--- src/pkg/irq_pin_defs.svh ---
// Constants for the request pin status/control block and vector dispatch.
// Assumes inclusion by the package and the design file; definitions only.
`ifndef IRQ_PIN_DEFS_SVH
`define IRQ_PIN_DEFS_SVH

// Register offsets on the plain port (byte addresses)
`define REG_STATUS_CONTROL 8'h00
`define REG_IRQ_STATUS     8'h01
`define REG_IRQ_MASK       8'h02
`define REG_VECTOR_CODE    8'h03

// Status/control field positions
`define BIT_DETECT_MODE    0
`define BIT_INT_ENABLE     1
`define BIT_ACKNOWLEDGE    2
`define BIT_EVENT_FLAG     3
`define BIT_PIN_ENABLE     4
`define BIT_POLARITY       5

// Reset value of status/control and mask
`define CTRL_RESET         8'h00
`define MASK_RESET         8'h00

// Vector numbering
`define VEC_COUNT          32
`define VEC_IRQ_PIN        5'h02
`define VEC_USER_FIRST     5'h1a
`define VEC_TOP_ADDR       16'hfffe
`define VEC_NONE           5'h1f

`endif

--- src/pkg/irq_pin_pkg.sv ---
// Types shared by the request pin block.
// Assumes the constants header sits beside it.
`include "irq_pin_defs.svh"
package irq_pin_pkg;
	typedef logic [7:0]  byte_t;
	typedef logic [4:0]  vec_num_t;
	typedef logic [15:0] addr_t;
	// Vector fetch sequence, one bit flips per step except the return to idle
	typedef enum logic [1:0] {
		FETCH_IDLE = 2'b00,
		FETCH_HIGH = 2'b01,
		FETCH_LOW  = 2'b11
	} fetch_state_t;
endpackage : irq_pin_pkg
--- src/logic/irq_pin_vector_dispatch.sv ---
// Request pin detection, event flag and fixed-priority vector dispatch.
// Assumes a single 10 MHz clock, a plain register port and a CPU that
// asks for a vector with one strobe once its global mask is clear.
//
// Functional notes
// [RULE1] Pin events only while pin enable set
// [RULE2] Polarity bit picks detected edge and level
// [RULE3] Mode picks edge only or edge-and-level
// [RULE4] Interrupt enable gates request, flag always set
// [RULE5] Rising polarity turns pull-up into pull-down
// [RULE6] CPU sees synchronised pin level when enabled
// [RULE7] Vectors 26 to 31 have no source
// [RULE8] Polarity one rising/high, zero falling/low
// [RULE9] Ack write one clears flag, reads zero
// [RULE10] Level mode: ack fails while pin asserted
// [RULE11] Highest pending source served first
// [RULE12] Lower number wins; high then low byte
//
// The address-and-strobe port and the register offsets were decided locally.
`timescale 1ns/10ps
`include "irq_pin_defs.svh"

module irq_pin_vector_dispatch (
	// Clock and reset
	input  wire logic                 core_clk_i,
	input  wire logic                 resetn_i,
	// Register port
	input  wire logic [7:0]           reg_addr_i,
	input  wire irq_pin_pkg::byte_t   reg_wdata_i,
	input  wire logic                 reg_wr_i,
	input  wire logic                 reg_rd_i,
	output irq_pin_pkg::byte_t        reg_rdata_o,
	// Request pin
	input  wire logic                 request_pin_i,
	output logic                      pull_enable_o,
	output logic                      pull_down_sel_o,
	// CPU side
	output logic                      pin_level_o,
	input  wire logic [31:0]          other_requests_i,
	input  wire logic                 global_mask_i,
	input  wire logic                 vector_fetch_i,
	output logic                      cpu_request_o,
	output logic                      vector_valid_o,
	output irq_pin_pkg::vec_num_t     vector_num_o,
	output irq_pin_pkg::addr_t        vector_addr_o,
	output logic                      vector_byte_high_o,
	// Interrupt line
	output logic                      irq_o
);
	import irq_pin_pkg::*;

	// Pin synchroniser and edge history
	logic       sync1_ff;
	logic       sync2_ff;
	logic       prev_ff;
	// Control bits
	logic       pin_en_ff;
	logic       polarity_ff;
	logic       mode_ff;
	logic       int_en_ff;
	logic       flag_ff;
	// Status and mask of the interrupt line
	logic [1:0] istat_ff;
	logic [1:0] imask_ff;
	// Vector dispatch
	fetch_state_t state_ff;
	vec_num_t     vec_ff;
	addr_t        vaddr_ff;
	byte_t        rdata_ff;

	// Pin passes two flops before anything reads it
	// Third flop is only edge history; logic never reads the first stage
	always_ff @(posedge core_clk_i) begin
		if (!resetn_i) begin
			sync1_ff <= 1'b0;
			sync2_ff <= 1'b0;
			prev_ff  <= 1'b0;
		end else begin
			sync1_ff <= request_pin_i;
			sync2_ff <= sync1_ff;
			prev_ff  <= sync2_ff;
		end
	end

	// Asserted level follows polarity: 1 high, 0 low
	wire pin_asserted = polarity_ff ? sync2_ff : ~sync2_ff; // [RULE2] [RULE8]
	wire prev_asserted = polarity_ff ? prev_ff : ~prev_ff;
	wire edge_seen = pin_asserted & ~prev_asserted;
	// Edge always counts, level only in edge-and-level mode
	wire event_seen = pin_en_ff & (edge_seen | (mode_ff & pin_asserted)); // [RULE1] [RULE3]

	// Register decode
	wire wr_ctrl  = reg_wr_i & (reg_addr_i == `REG_STATUS_CONTROL);
	wire wr_stat  = reg_wr_i & (reg_addr_i == `REG_IRQ_STATUS);
	wire wr_mask  = reg_wr_i & (reg_addr_i == `REG_IRQ_MASK);
	wire ack_wr   = wr_ctrl & reg_wdata_i[`BIT_ACKNOWLEDGE]; // [RULE9]
	// Level mode keeps flag while pin stays asserted
	wire ack_ok   = ack_wr & ~(mode_ff & pin_en_ff & pin_asserted); // [RULE10]

	// Control register; set wins over acknowledge
	always_ff @(posedge core_clk_i) begin
		if (!resetn_i) begin
			pin_en_ff   <= 1'b0;
			polarity_ff <= 1'b0;
			mode_ff     <= 1'b0;
			int_en_ff   <= 1'b0;
			flag_ff     <= 1'b0;
		end else begin
			if (wr_ctrl) begin
				pin_en_ff   <= reg_wdata_i[`BIT_PIN_ENABLE];
				polarity_ff <= reg_wdata_i[`BIT_POLARITY];
				mode_ff     <= reg_wdata_i[`BIT_DETECT_MODE];
				int_en_ff   <= reg_wdata_i[`BIT_INT_ENABLE];
			end
			flag_ff <= event_seen | (flag_ff & ~ack_ok); // [RULE9]
		end
	end

	// Pull resistor and level read-back
	assign pull_enable_o   = pin_en_ff;
	assign pull_down_sel_o = pin_en_ff & polarity_ff; // [RULE5]
	assign pin_level_o     = pin_en_ff & sync2_ff; // [RULE6]

	// Hardware request only when enabled; flag alone is polled
	wire pin_request = flag_ff & int_en_ff; // [RULE4]
	assign cpu_request_o = pin_request;

	// Combined source list; user vector space carries no source
	wire [31:0] sources = {6'h00, other_requests_i[25:3], pin_request,
		other_requests_i[1:0]}; // [RULE7]

	// Lowest number wins among pending sources
	function automatic vec_num_t pick_lowest(input logic [31:0] req);
		vec_num_t v;
		v = `VEC_NONE;
		for (int i = `VEC_COUNT - 1; i >= 0; i--) begin
			if (req[i]) begin
				v = vec_num_t'(i);
			end
		end
		return v;
	endfunction : pick_lowest

	wire      any_pending = |sources;
	wire vec_num_t winner = pick_lowest(sources); // [RULE11] [RULE12]
	// Vector n sits at top minus 2n, high byte first
	wire addr_t winner_addr = `VEC_TOP_ADDR - addr_t'({winner, 1'b0}); // [RULE12]
	// Dispatch may start only from idle with the mask clear
	wire fetch_take = vector_fetch_i & ~global_mask_i & any_pending & (state_ff == FETCH_IDLE);

	// Dispatch: taken only with global mask clear
	always_ff @(posedge core_clk_i) begin
		if (!resetn_i) begin
			state_ff <= FETCH_IDLE;
			vec_ff   <= `VEC_NONE;
			vaddr_ff <= `VEC_TOP_ADDR;
		end else begin
			unique case (state_ff)
				FETCH_IDLE: begin
					if (fetch_take) begin
						state_ff <= FETCH_HIGH; // [RULE11]
						vec_ff   <= winner;
						vaddr_ff <= winner_addr;
					end
				end
				FETCH_HIGH: begin
					state_ff <= FETCH_LOW;
					vaddr_ff <= vaddr_ff + 16'h0001; // [RULE12]
				end
				FETCH_LOW: begin
					state_ff <= FETCH_IDLE;
				end
				default: begin // Unused code falls back to idle
					state_ff <= FETCH_IDLE;
				end
			endcase
		end
	end

	assign vector_valid_o     = (state_ff != FETCH_IDLE);
	assign vector_byte_high_o = (state_ff == FETCH_HIGH);
	assign vector_num_o       = vec_ff;
	assign vector_addr_o      = vaddr_ff;

	// Interrupt status: bit0 pin event, bit1 dispatch start; write one clears
	wire [1:0] ev = {fetch_take, event_seen};
	always_ff @(posedge core_clk_i) begin
		if (!resetn_i) begin
			istat_ff <= 2'b00;
			imask_ff <= 2'b00;
		end else begin
			istat_ff <= ev | (istat_ff & ~(wr_stat ? reg_wdata_i[1:0] : 2'b00));
			if (wr_mask) begin
				imask_ff <= reg_wdata_i[1:0];
			end
		end
	end
	assign irq_o = |(istat_ff & imask_ff);

	// Read mux; acknowledge always reads zero
	wire byte_t ctrl_view = {2'b00, polarity_ff, pin_en_ff, flag_ff, 1'b0, int_en_ff, mode_ff};
	wire byte_t rd_mux =
		(reg_addr_i == `REG_STATUS_CONTROL) ? ctrl_view :
		(reg_addr_i == `REG_IRQ_STATUS)     ? {6'h00, istat_ff} :
		(reg_addr_i == `REG_IRQ_MASK)       ? {6'h00, imask_ff} :
		(reg_addr_i == `REG_VECTOR_CODE)    ? {3'b000, vec_ff} : 8'h00;
	always_ff @(posedge core_clk_i) begin
		if (!resetn_i) begin
			rdata_ff <= 8'h00;
		end else begin
			rdata_ff <= reg_rd_i ? rd_mux : 8'h00;
		end
	end
	assign reg_rdata_o = rdata_ff;

	// Checks
	property p_flag_set;
		@(posedge core_clk_i) disable iff (!resetn_i) event_seen |=> flag_ff;
	endproperty
	a_flag_set: assert property (p_flag_set) else $error("flag missed event"); // [RULE1]
	property p_disabled;
		@(posedge core_clk_i) disable iff (!resetn_i)
			(!pin_en_ff && !flag_ff && !ack_wr) |=> !flag_ff;
	endproperty
	a_disabled: assert property (p_disabled) else $error("flag set while off"); // [RULE1]
	property p_level;
		@(posedge core_clk_i) disable iff (!resetn_i)
			(pin_en_ff && mode_ff && pin_asserted && ack_wr) |=> flag_ff;
	endproperty
	a_level: assert property (p_level) else $error("level ack cleared flag"); // [RULE10]
	property p_ack;
		@(posedge core_clk_i) disable iff (!resetn_i)
			(ack_ok && !event_seen) |=> !flag_ff;
	endproperty
	a_ack: assert property (p_ack) else $error("ack did not clear"); // [RULE9]
	property p_req;
		@(posedge core_clk_i) disable iff (!resetn_i) cpu_request_o == (flag_ff && int_en_ff);
	endproperty
	a_req: assert property (p_req) else $error("request gating wrong"); // [RULE4]
	property p_pull;
		@(posedge core_clk_i) disable iff (!resetn_i)
			pull_down_sel_o |-> (pin_en_ff && polarity_ff);
	endproperty
	a_pull: assert property (p_pull) else $error("pull direction wrong"); // [RULE5]
	property p_user;
		@(posedge core_clk_i) disable iff (!resetn_i)
			vector_valid_o |-> (vector_num_o < `VEC_USER_FIRST);
	endproperty
	a_user: assert property (p_user) else $error("user vector dispatched"); // [RULE7]
	property p_pair;
		@(posedge core_clk_i) disable iff (!resetn_i)
			vector_byte_high_o |=> (vector_valid_o && !vector_byte_high_o
				&& vector_addr_o == $past(vector_addr_o) + 16'h0001);
	endproperty
	a_pair: assert property (p_pair) else $error("vector pair broken"); // [RULE12]
	property p_rd_ack;
		@(posedge core_clk_i) disable iff (!resetn_i)
			(reg_rd_i && reg_addr_i == `REG_STATUS_CONTROL) |=> !reg_rdata_o[`BIT_ACKNOWLEDGE];
	endproperty
	a_rd_ack: assert property (p_rd_ack) else $error("ack read nonzero"); // [RULE9]
	// Edge sensing in both polarities; guards the sync-to-flag path
	property p_rise;
		@(posedge core_clk_i) disable iff (!resetn_i)
			(pin_en_ff && polarity_ff && sync2_ff && !prev_ff) |=> flag_ff;
	endproperty
	a_rise: assert property (p_rise) else $error("rising edge missed"); // [RULE2]
	property p_fall;
		@(posedge core_clk_i) disable iff (!resetn_i)
			(pin_en_ff && !polarity_ff && !sync2_ff && prev_ff) |=> flag_ff;
	endproperty
	a_fall: assert property (p_fall) else $error("falling edge missed"); // [RULE8]
	// Edge-only mode must let a steady pin be acknowledged
	property p_edge_only;
		@(posedge core_clk_i) disable iff (!resetn_i)
			(pin_en_ff && !mode_ff && sync2_ff == prev_ff && ack_wr) |=> !flag_ff;
	endproperty
	a_edge_only: assert property (p_edge_only) else $error("edge mode ack refused"); // [RULE3]
	// Read-back lags the pin by exactly the two sync stages
	property p_level_rb;
		@(posedge core_clk_i) disable iff (!resetn_i)
			pin_en_ff |-> (pin_level_o == $past(sync1_ff));
	endproperty
	a_level_rb: assert property (p_level_rb) else $error("pin level wrong"); // [RULE6]
	// Dispatch start, masking and return to idle
	property p_start;
		@(posedge core_clk_i) disable iff (!resetn_i)
			fetch_take |=> (vector_byte_high_o
				&& vector_addr_o == `VEC_TOP_ADDR - 16'({vector_num_o, 1'b0}));
	endproperty
	a_start: assert property (p_start) else $error("vector address wrong"); // [RULE12]
	property p_masked;
		@(posedge core_clk_i) disable iff (!resetn_i)
			(global_mask_i && !vector_valid_o) |=> !vector_valid_o;
	endproperty
	a_masked: assert property (p_masked) else $error("masked fetch taken"); // [RULE11]
	property p_low_end;
		@(posedge core_clk_i) disable iff (!resetn_i)
			(vector_valid_o && !vector_byte_high_o) |=> !vector_valid_o;
	endproperty
	a_low_end: assert property (p_low_end) else $error("fetch overran low byte"); // [RULE12]
	// Pin vector beats every source numbered above it
	property p_pin_wins;
		@(posedge core_clk_i) disable iff (!resetn_i)
			(fetch_take && pin_request && other_requests_i[1:0] == 2'b00)
				|=> vector_num_o == `VEC_IRQ_PIN;
	endproperty
	a_pin_wins: assert property (p_pin_wins) else $error("pin vector lost priority"); // [RULE11]
endmodule : irq_pin_vector_dispatch

--- config.mk ---
export PLATFORM = sky130hd
export DESIGN_NAME = irq_pin_vector_dispatch
export DESIGN_NICKNAME = d
export VERILOG_FILES = /design/src/pkg/irq_pin_pkg.sv /design/src/logic/irq_pin_vector_dispatch.sv
export VERILOG_INCLUDE_DIRS = /design/src /design/src/pkg
export SDC_FILE = /design/constraint.sdc
export NUM_CORES = 1
export LEC_CHECK = 0
export ABC_AREA = 1
export CAP_MARGIN = 30
export CORE_UTILIZATION = 34
export DETAILED_ROUTE_END_ITERATION = 6
export DONT_BUFFER_PORTS = 1
export HOLD_SLACK_MARGIN = 0.08
export PLACE_DENSITY = 0.58
export SLEW_MARGIN = 20
export SYNTH_ARGS = -nofsm -noshare
export SYNTH_HDL_FRONTEND = slang
export SYNTH_SLANG_ARGS = --single-unit
--- constraint.sdc ---
create_clock -name core_clk_i -period 2.1 [get_ports core_clk_i]
set_clock_uncertainty 0.05 [all_clocks]
set_input_delay 0.315 -clock core_clk_i [delete_from_list [all_inputs] [get_ports core_clk_i]]
set_output_delay 0.315 -clock core_clk_i [all_outputs]
set_load 0.02 [all_outputs]
==> run summary <==
Final Hold Fails -> 0
Starting Density -> 35.7%
outcome -> complete, no violations
crit start category -> flop
Final ANT Viol Nets -> 0
Die Area -> 6650 sq um
drt total wl -> 4970 um
share of cells above drive strength 1 -> 15.6%
PD cells -> 653 nW/um^2
gr usage total -> 16.1%
Clock power frac -> 34.4%
largest net degree at the start of global routing -> 13
worst r2r src -> flag_ff$_SDFF_PN0_
Worst Hold Class -> input pin to flop
TritonCTS clock tree -> built
Worst IR Drop VDD -> 0.341 mV
H-tree depth -> 2
RD Place Congestion -> 0.778
Setup-failing EPs final -> 0
Max Fclk -> 508 MHz
final setup margin -> 0.130 ns
P_sw -> 0.000459 W
minimum clock period -> 1.97 ns
Post-Syn Area -> 2150 sq um
Async SR Flop Fraction -> 0%
Tcrit/Tclk final -> 93.8%
Critical Path AT -> 2.10 ns
CP Max Fanout -> 5
Combinational Power Share -> 14.1%
Die Y -> 81.5 um
first-pass GRT wire length -> 8270 um
drt via density -> 4.75
Clock Tree Buf Depth -> 2
fin cells -> 427
internal power -> 0.00119 W
wire length on met2 -> 2280 um
clk slew on worst S/H paths -> 0.08 ns
switching share of power -> 27.7%
synth cell count leaders -> 75 x nand2_1, 60 x inv_1, 41 x dfxtp_1, 34 x nor2_1, 25 x o21ai_0
Slew HR -> 65.8%
TritonCTS Buffers -> 5
Synth Instances -> 324
clock sink total -> 41
worst hold stages -> 2
Seq/Total Area, Yosys -> 38.2%
Final Max Slew Viols -> 0
clk root buf -> clkbuf_8
Residual DRC -> 0
antenna cell count -> 0
DP Wirelength -> 3920 um
Worst Min Path Start -> resetn_i
Reg power frac -> 51.4%
GR Overflow Total -> 0
EDFF count, synth -> 0
initial antenna violation count -> 0
leading area contributor after synthesis -> dfxtp_1
Synth top area share -> 38.2%
Pleak -> 1.23 nW
Iter 0 DRT Violations -> 68
io pins -> 91
Clock Latency Late Sink -> 0.29 ns
CP required -> 2.23 ns
# rows -> 28
worst slack, placed -> 0.0809 ns
port bufs -> 0
met3 WL post-DR -> 379 um
Min-Delay Endpoint -> vector_addr_o[0]$_SDFFE_PN0P_
layout overhead on the synthesized area -> 17.7%
Synth cell types -> 37
reg2reg path depth -> 15
metal1 wirelength -> 2270 um
Placed Cells incl. Taps -> 412
fin util -> 42.0%
Synth Register Bits -> 41
iteration count of the initial detailed-routing pass -> 4
worst-margin pin slew -> 0.508 ns
synth warn -> 0
max cap viols -> 0
number of global-route vias before repair -> 1904
Synth area leaders -> dfxtp_1 38%, nand2_1 13%, inv_1 10%
count leader, synth -> nand2_1
R2R Path End -> vector_addr_o[15]$_SDFFE_PN1P_
DR top layer -> met4
syn avg cell area -> 6.64 sq um
Design Power -> 0.00165 W
Chip Width -> 81.5 um
Setup CP Type -> flop to flop
WL per Instance -> 11.6 um
flop-to-flop setup slack -> 0.13 ns
RSZ-0062 raised after global routing -> yes
vias -> 2028
crit end category -> flop
Hold Slack -> 0.0991 ns
Core Region -> 6030 sq um
nets@finish -> 407
Top FF cell, synth -> dfxtp_1
routing by layer:
| metal | GRT usage, % | up-vias |
|---|---|---|
| li1 | - | 1082 |
| met1 | 20.5 | 880 |
| met2 | 26.5 | 64 |
| met3 | 4.44 | 2 |
| met4 | 4.29 | 0 |
| met5 | 0 | - |
how the worst max path moves through the flow:
stage / from / end / slack (ns) / cells past startpoint
after floorplan: vector_addr_o[0]$_SDFFE_PN0P_ / vector_addr_o[12]$_SDFFE_PN1P_ / 0.22 / 11
after global routing: vector_addr_o[1]$_SDFFE_PN1P_ / vector_addr_o[12]$_SDFFE_PN1P_ / -0.03 / 11
final: flag_ff$_SDFF_PN0_ / vector_addr_o[15]$_SDFFE_PN1P_ / 0.13 / 15
after global placement: flag_ff$_SDFF_PN0_ / vector_addr_o[15]$_SDFFE_PN1P_ / 0.08 / 15
after detailed placement: flag_ff$_SDFF_PN0_ / vector_addr_o[15]$_SDFFE_PN1P_ / 0.08 / 15
after CTS: flag_ff$_SDFF_PN0_ / vector_addr_o[15]$_SDFFE_PN1P_ / 0.06 / 15
power by group through the flow:
stage	Sequential (W)	Clock [W]	Combinational, W
after floorplan	0.000876	0	0.000151
after global placement	0.000868	0	0.000220
after detailed placement	0.000868	0	0.000224
after CTS	0.000850	0.000592	0.000230
after global routing	0.000856	0.000616	0.000272
final	0.000850	0.000569	0.000233
sequential cells by signal, indices dropped and copies added, names as in the netlist, 2 cells and up:
register       cells
imask_ff           2
vector_num_o       5
istat_ff           2
state_ff           2
vector_addr_o     16
reg_rdata_o        6
critical path, stage by stage (launching register included):
cell and delay [ns]:
dfxtp_2 0.34, nand2_2 0.08, inv_2 0.05, nor2_4 0.09, nand2_2 0.07, nor2_4 0.09, nand2_2 0.08, o31ai_4 0.29
nand2_4 0.11, nand4_1 0.08, and3b_1 0.20, nand4_2 0.09, nor2_2 0.05, nand2_1 0.06, or2_1 0.10, nand3_1 0.05
per-stage QoR:
stage	TNS (ns)	cell area, sq um
floorplan	0	2150
global placement	0	2350
detailed placement	0	2350
CTS	0	2470
global route	-0.0530	2530
finish	0	2530
repair_timing:
| action | CTS | global route |
|---|---|---|
| gates resized for setup | 0 | 11 |
| endpoints found under the setup margin | 0 | 9 |
| endpoints found under the hold margin | 7 | 0 |
| hold buffers | 2 | 0 |
| setup buffers | 0 | 5 |
kinds of logic (layout without fill, tap and decap cells):
logic type / Yosys count / count (layout) / synth area share [%]
other: 1 / 2 / 0.174
AO/OA/AOI/OAI: 61 / 61 / 16.6
adder cells (fa/ha/maj): 1 / 1 / 0.582
AND/OR/NAND/NOR: 150 / 150 / 31.2
buffers and inverters: 67 / 94 / 12.0
flip-flops: 41 / 41 / 38.2
XOR/XNOR: 3 / 3 / 1.22
area by class of cell:
type                            instances  area, sq um
Inverter                               63          236
Clock buffer                            7         96.3
Fill cell                             648         3490
Timing Repair Buffer                   23          178
Sequential cell                        41          826
Clock inverter                          1         5.00
Tap cell                               75         93.8
Multi-Input combinational cell        217         1100
cells in the final DEF (no fill, tap or decap), types with 2 or more instances in the layout:
cell	n
nand2_1	75
inv_1	59
dfxtp_1	37
nor2_1	33
o21ai_0	24
a21oi_1	23
buf_4	21
nand3_1	13
clkbuf_8	7
inv_2	4
nor4_1	4
dfxtp_2	4
nor2_2	3
nand2_2	3
nor2_4	3
nand4_1	3
nor3_1	3
or2_2	2
a31oi_1	2
o211ai_1	2
xor2_1	2
a211oi_1	2
conb_1	2
dlygate4sd3_1	2
No activity file was read; power rests on OpenSTA's default activity.
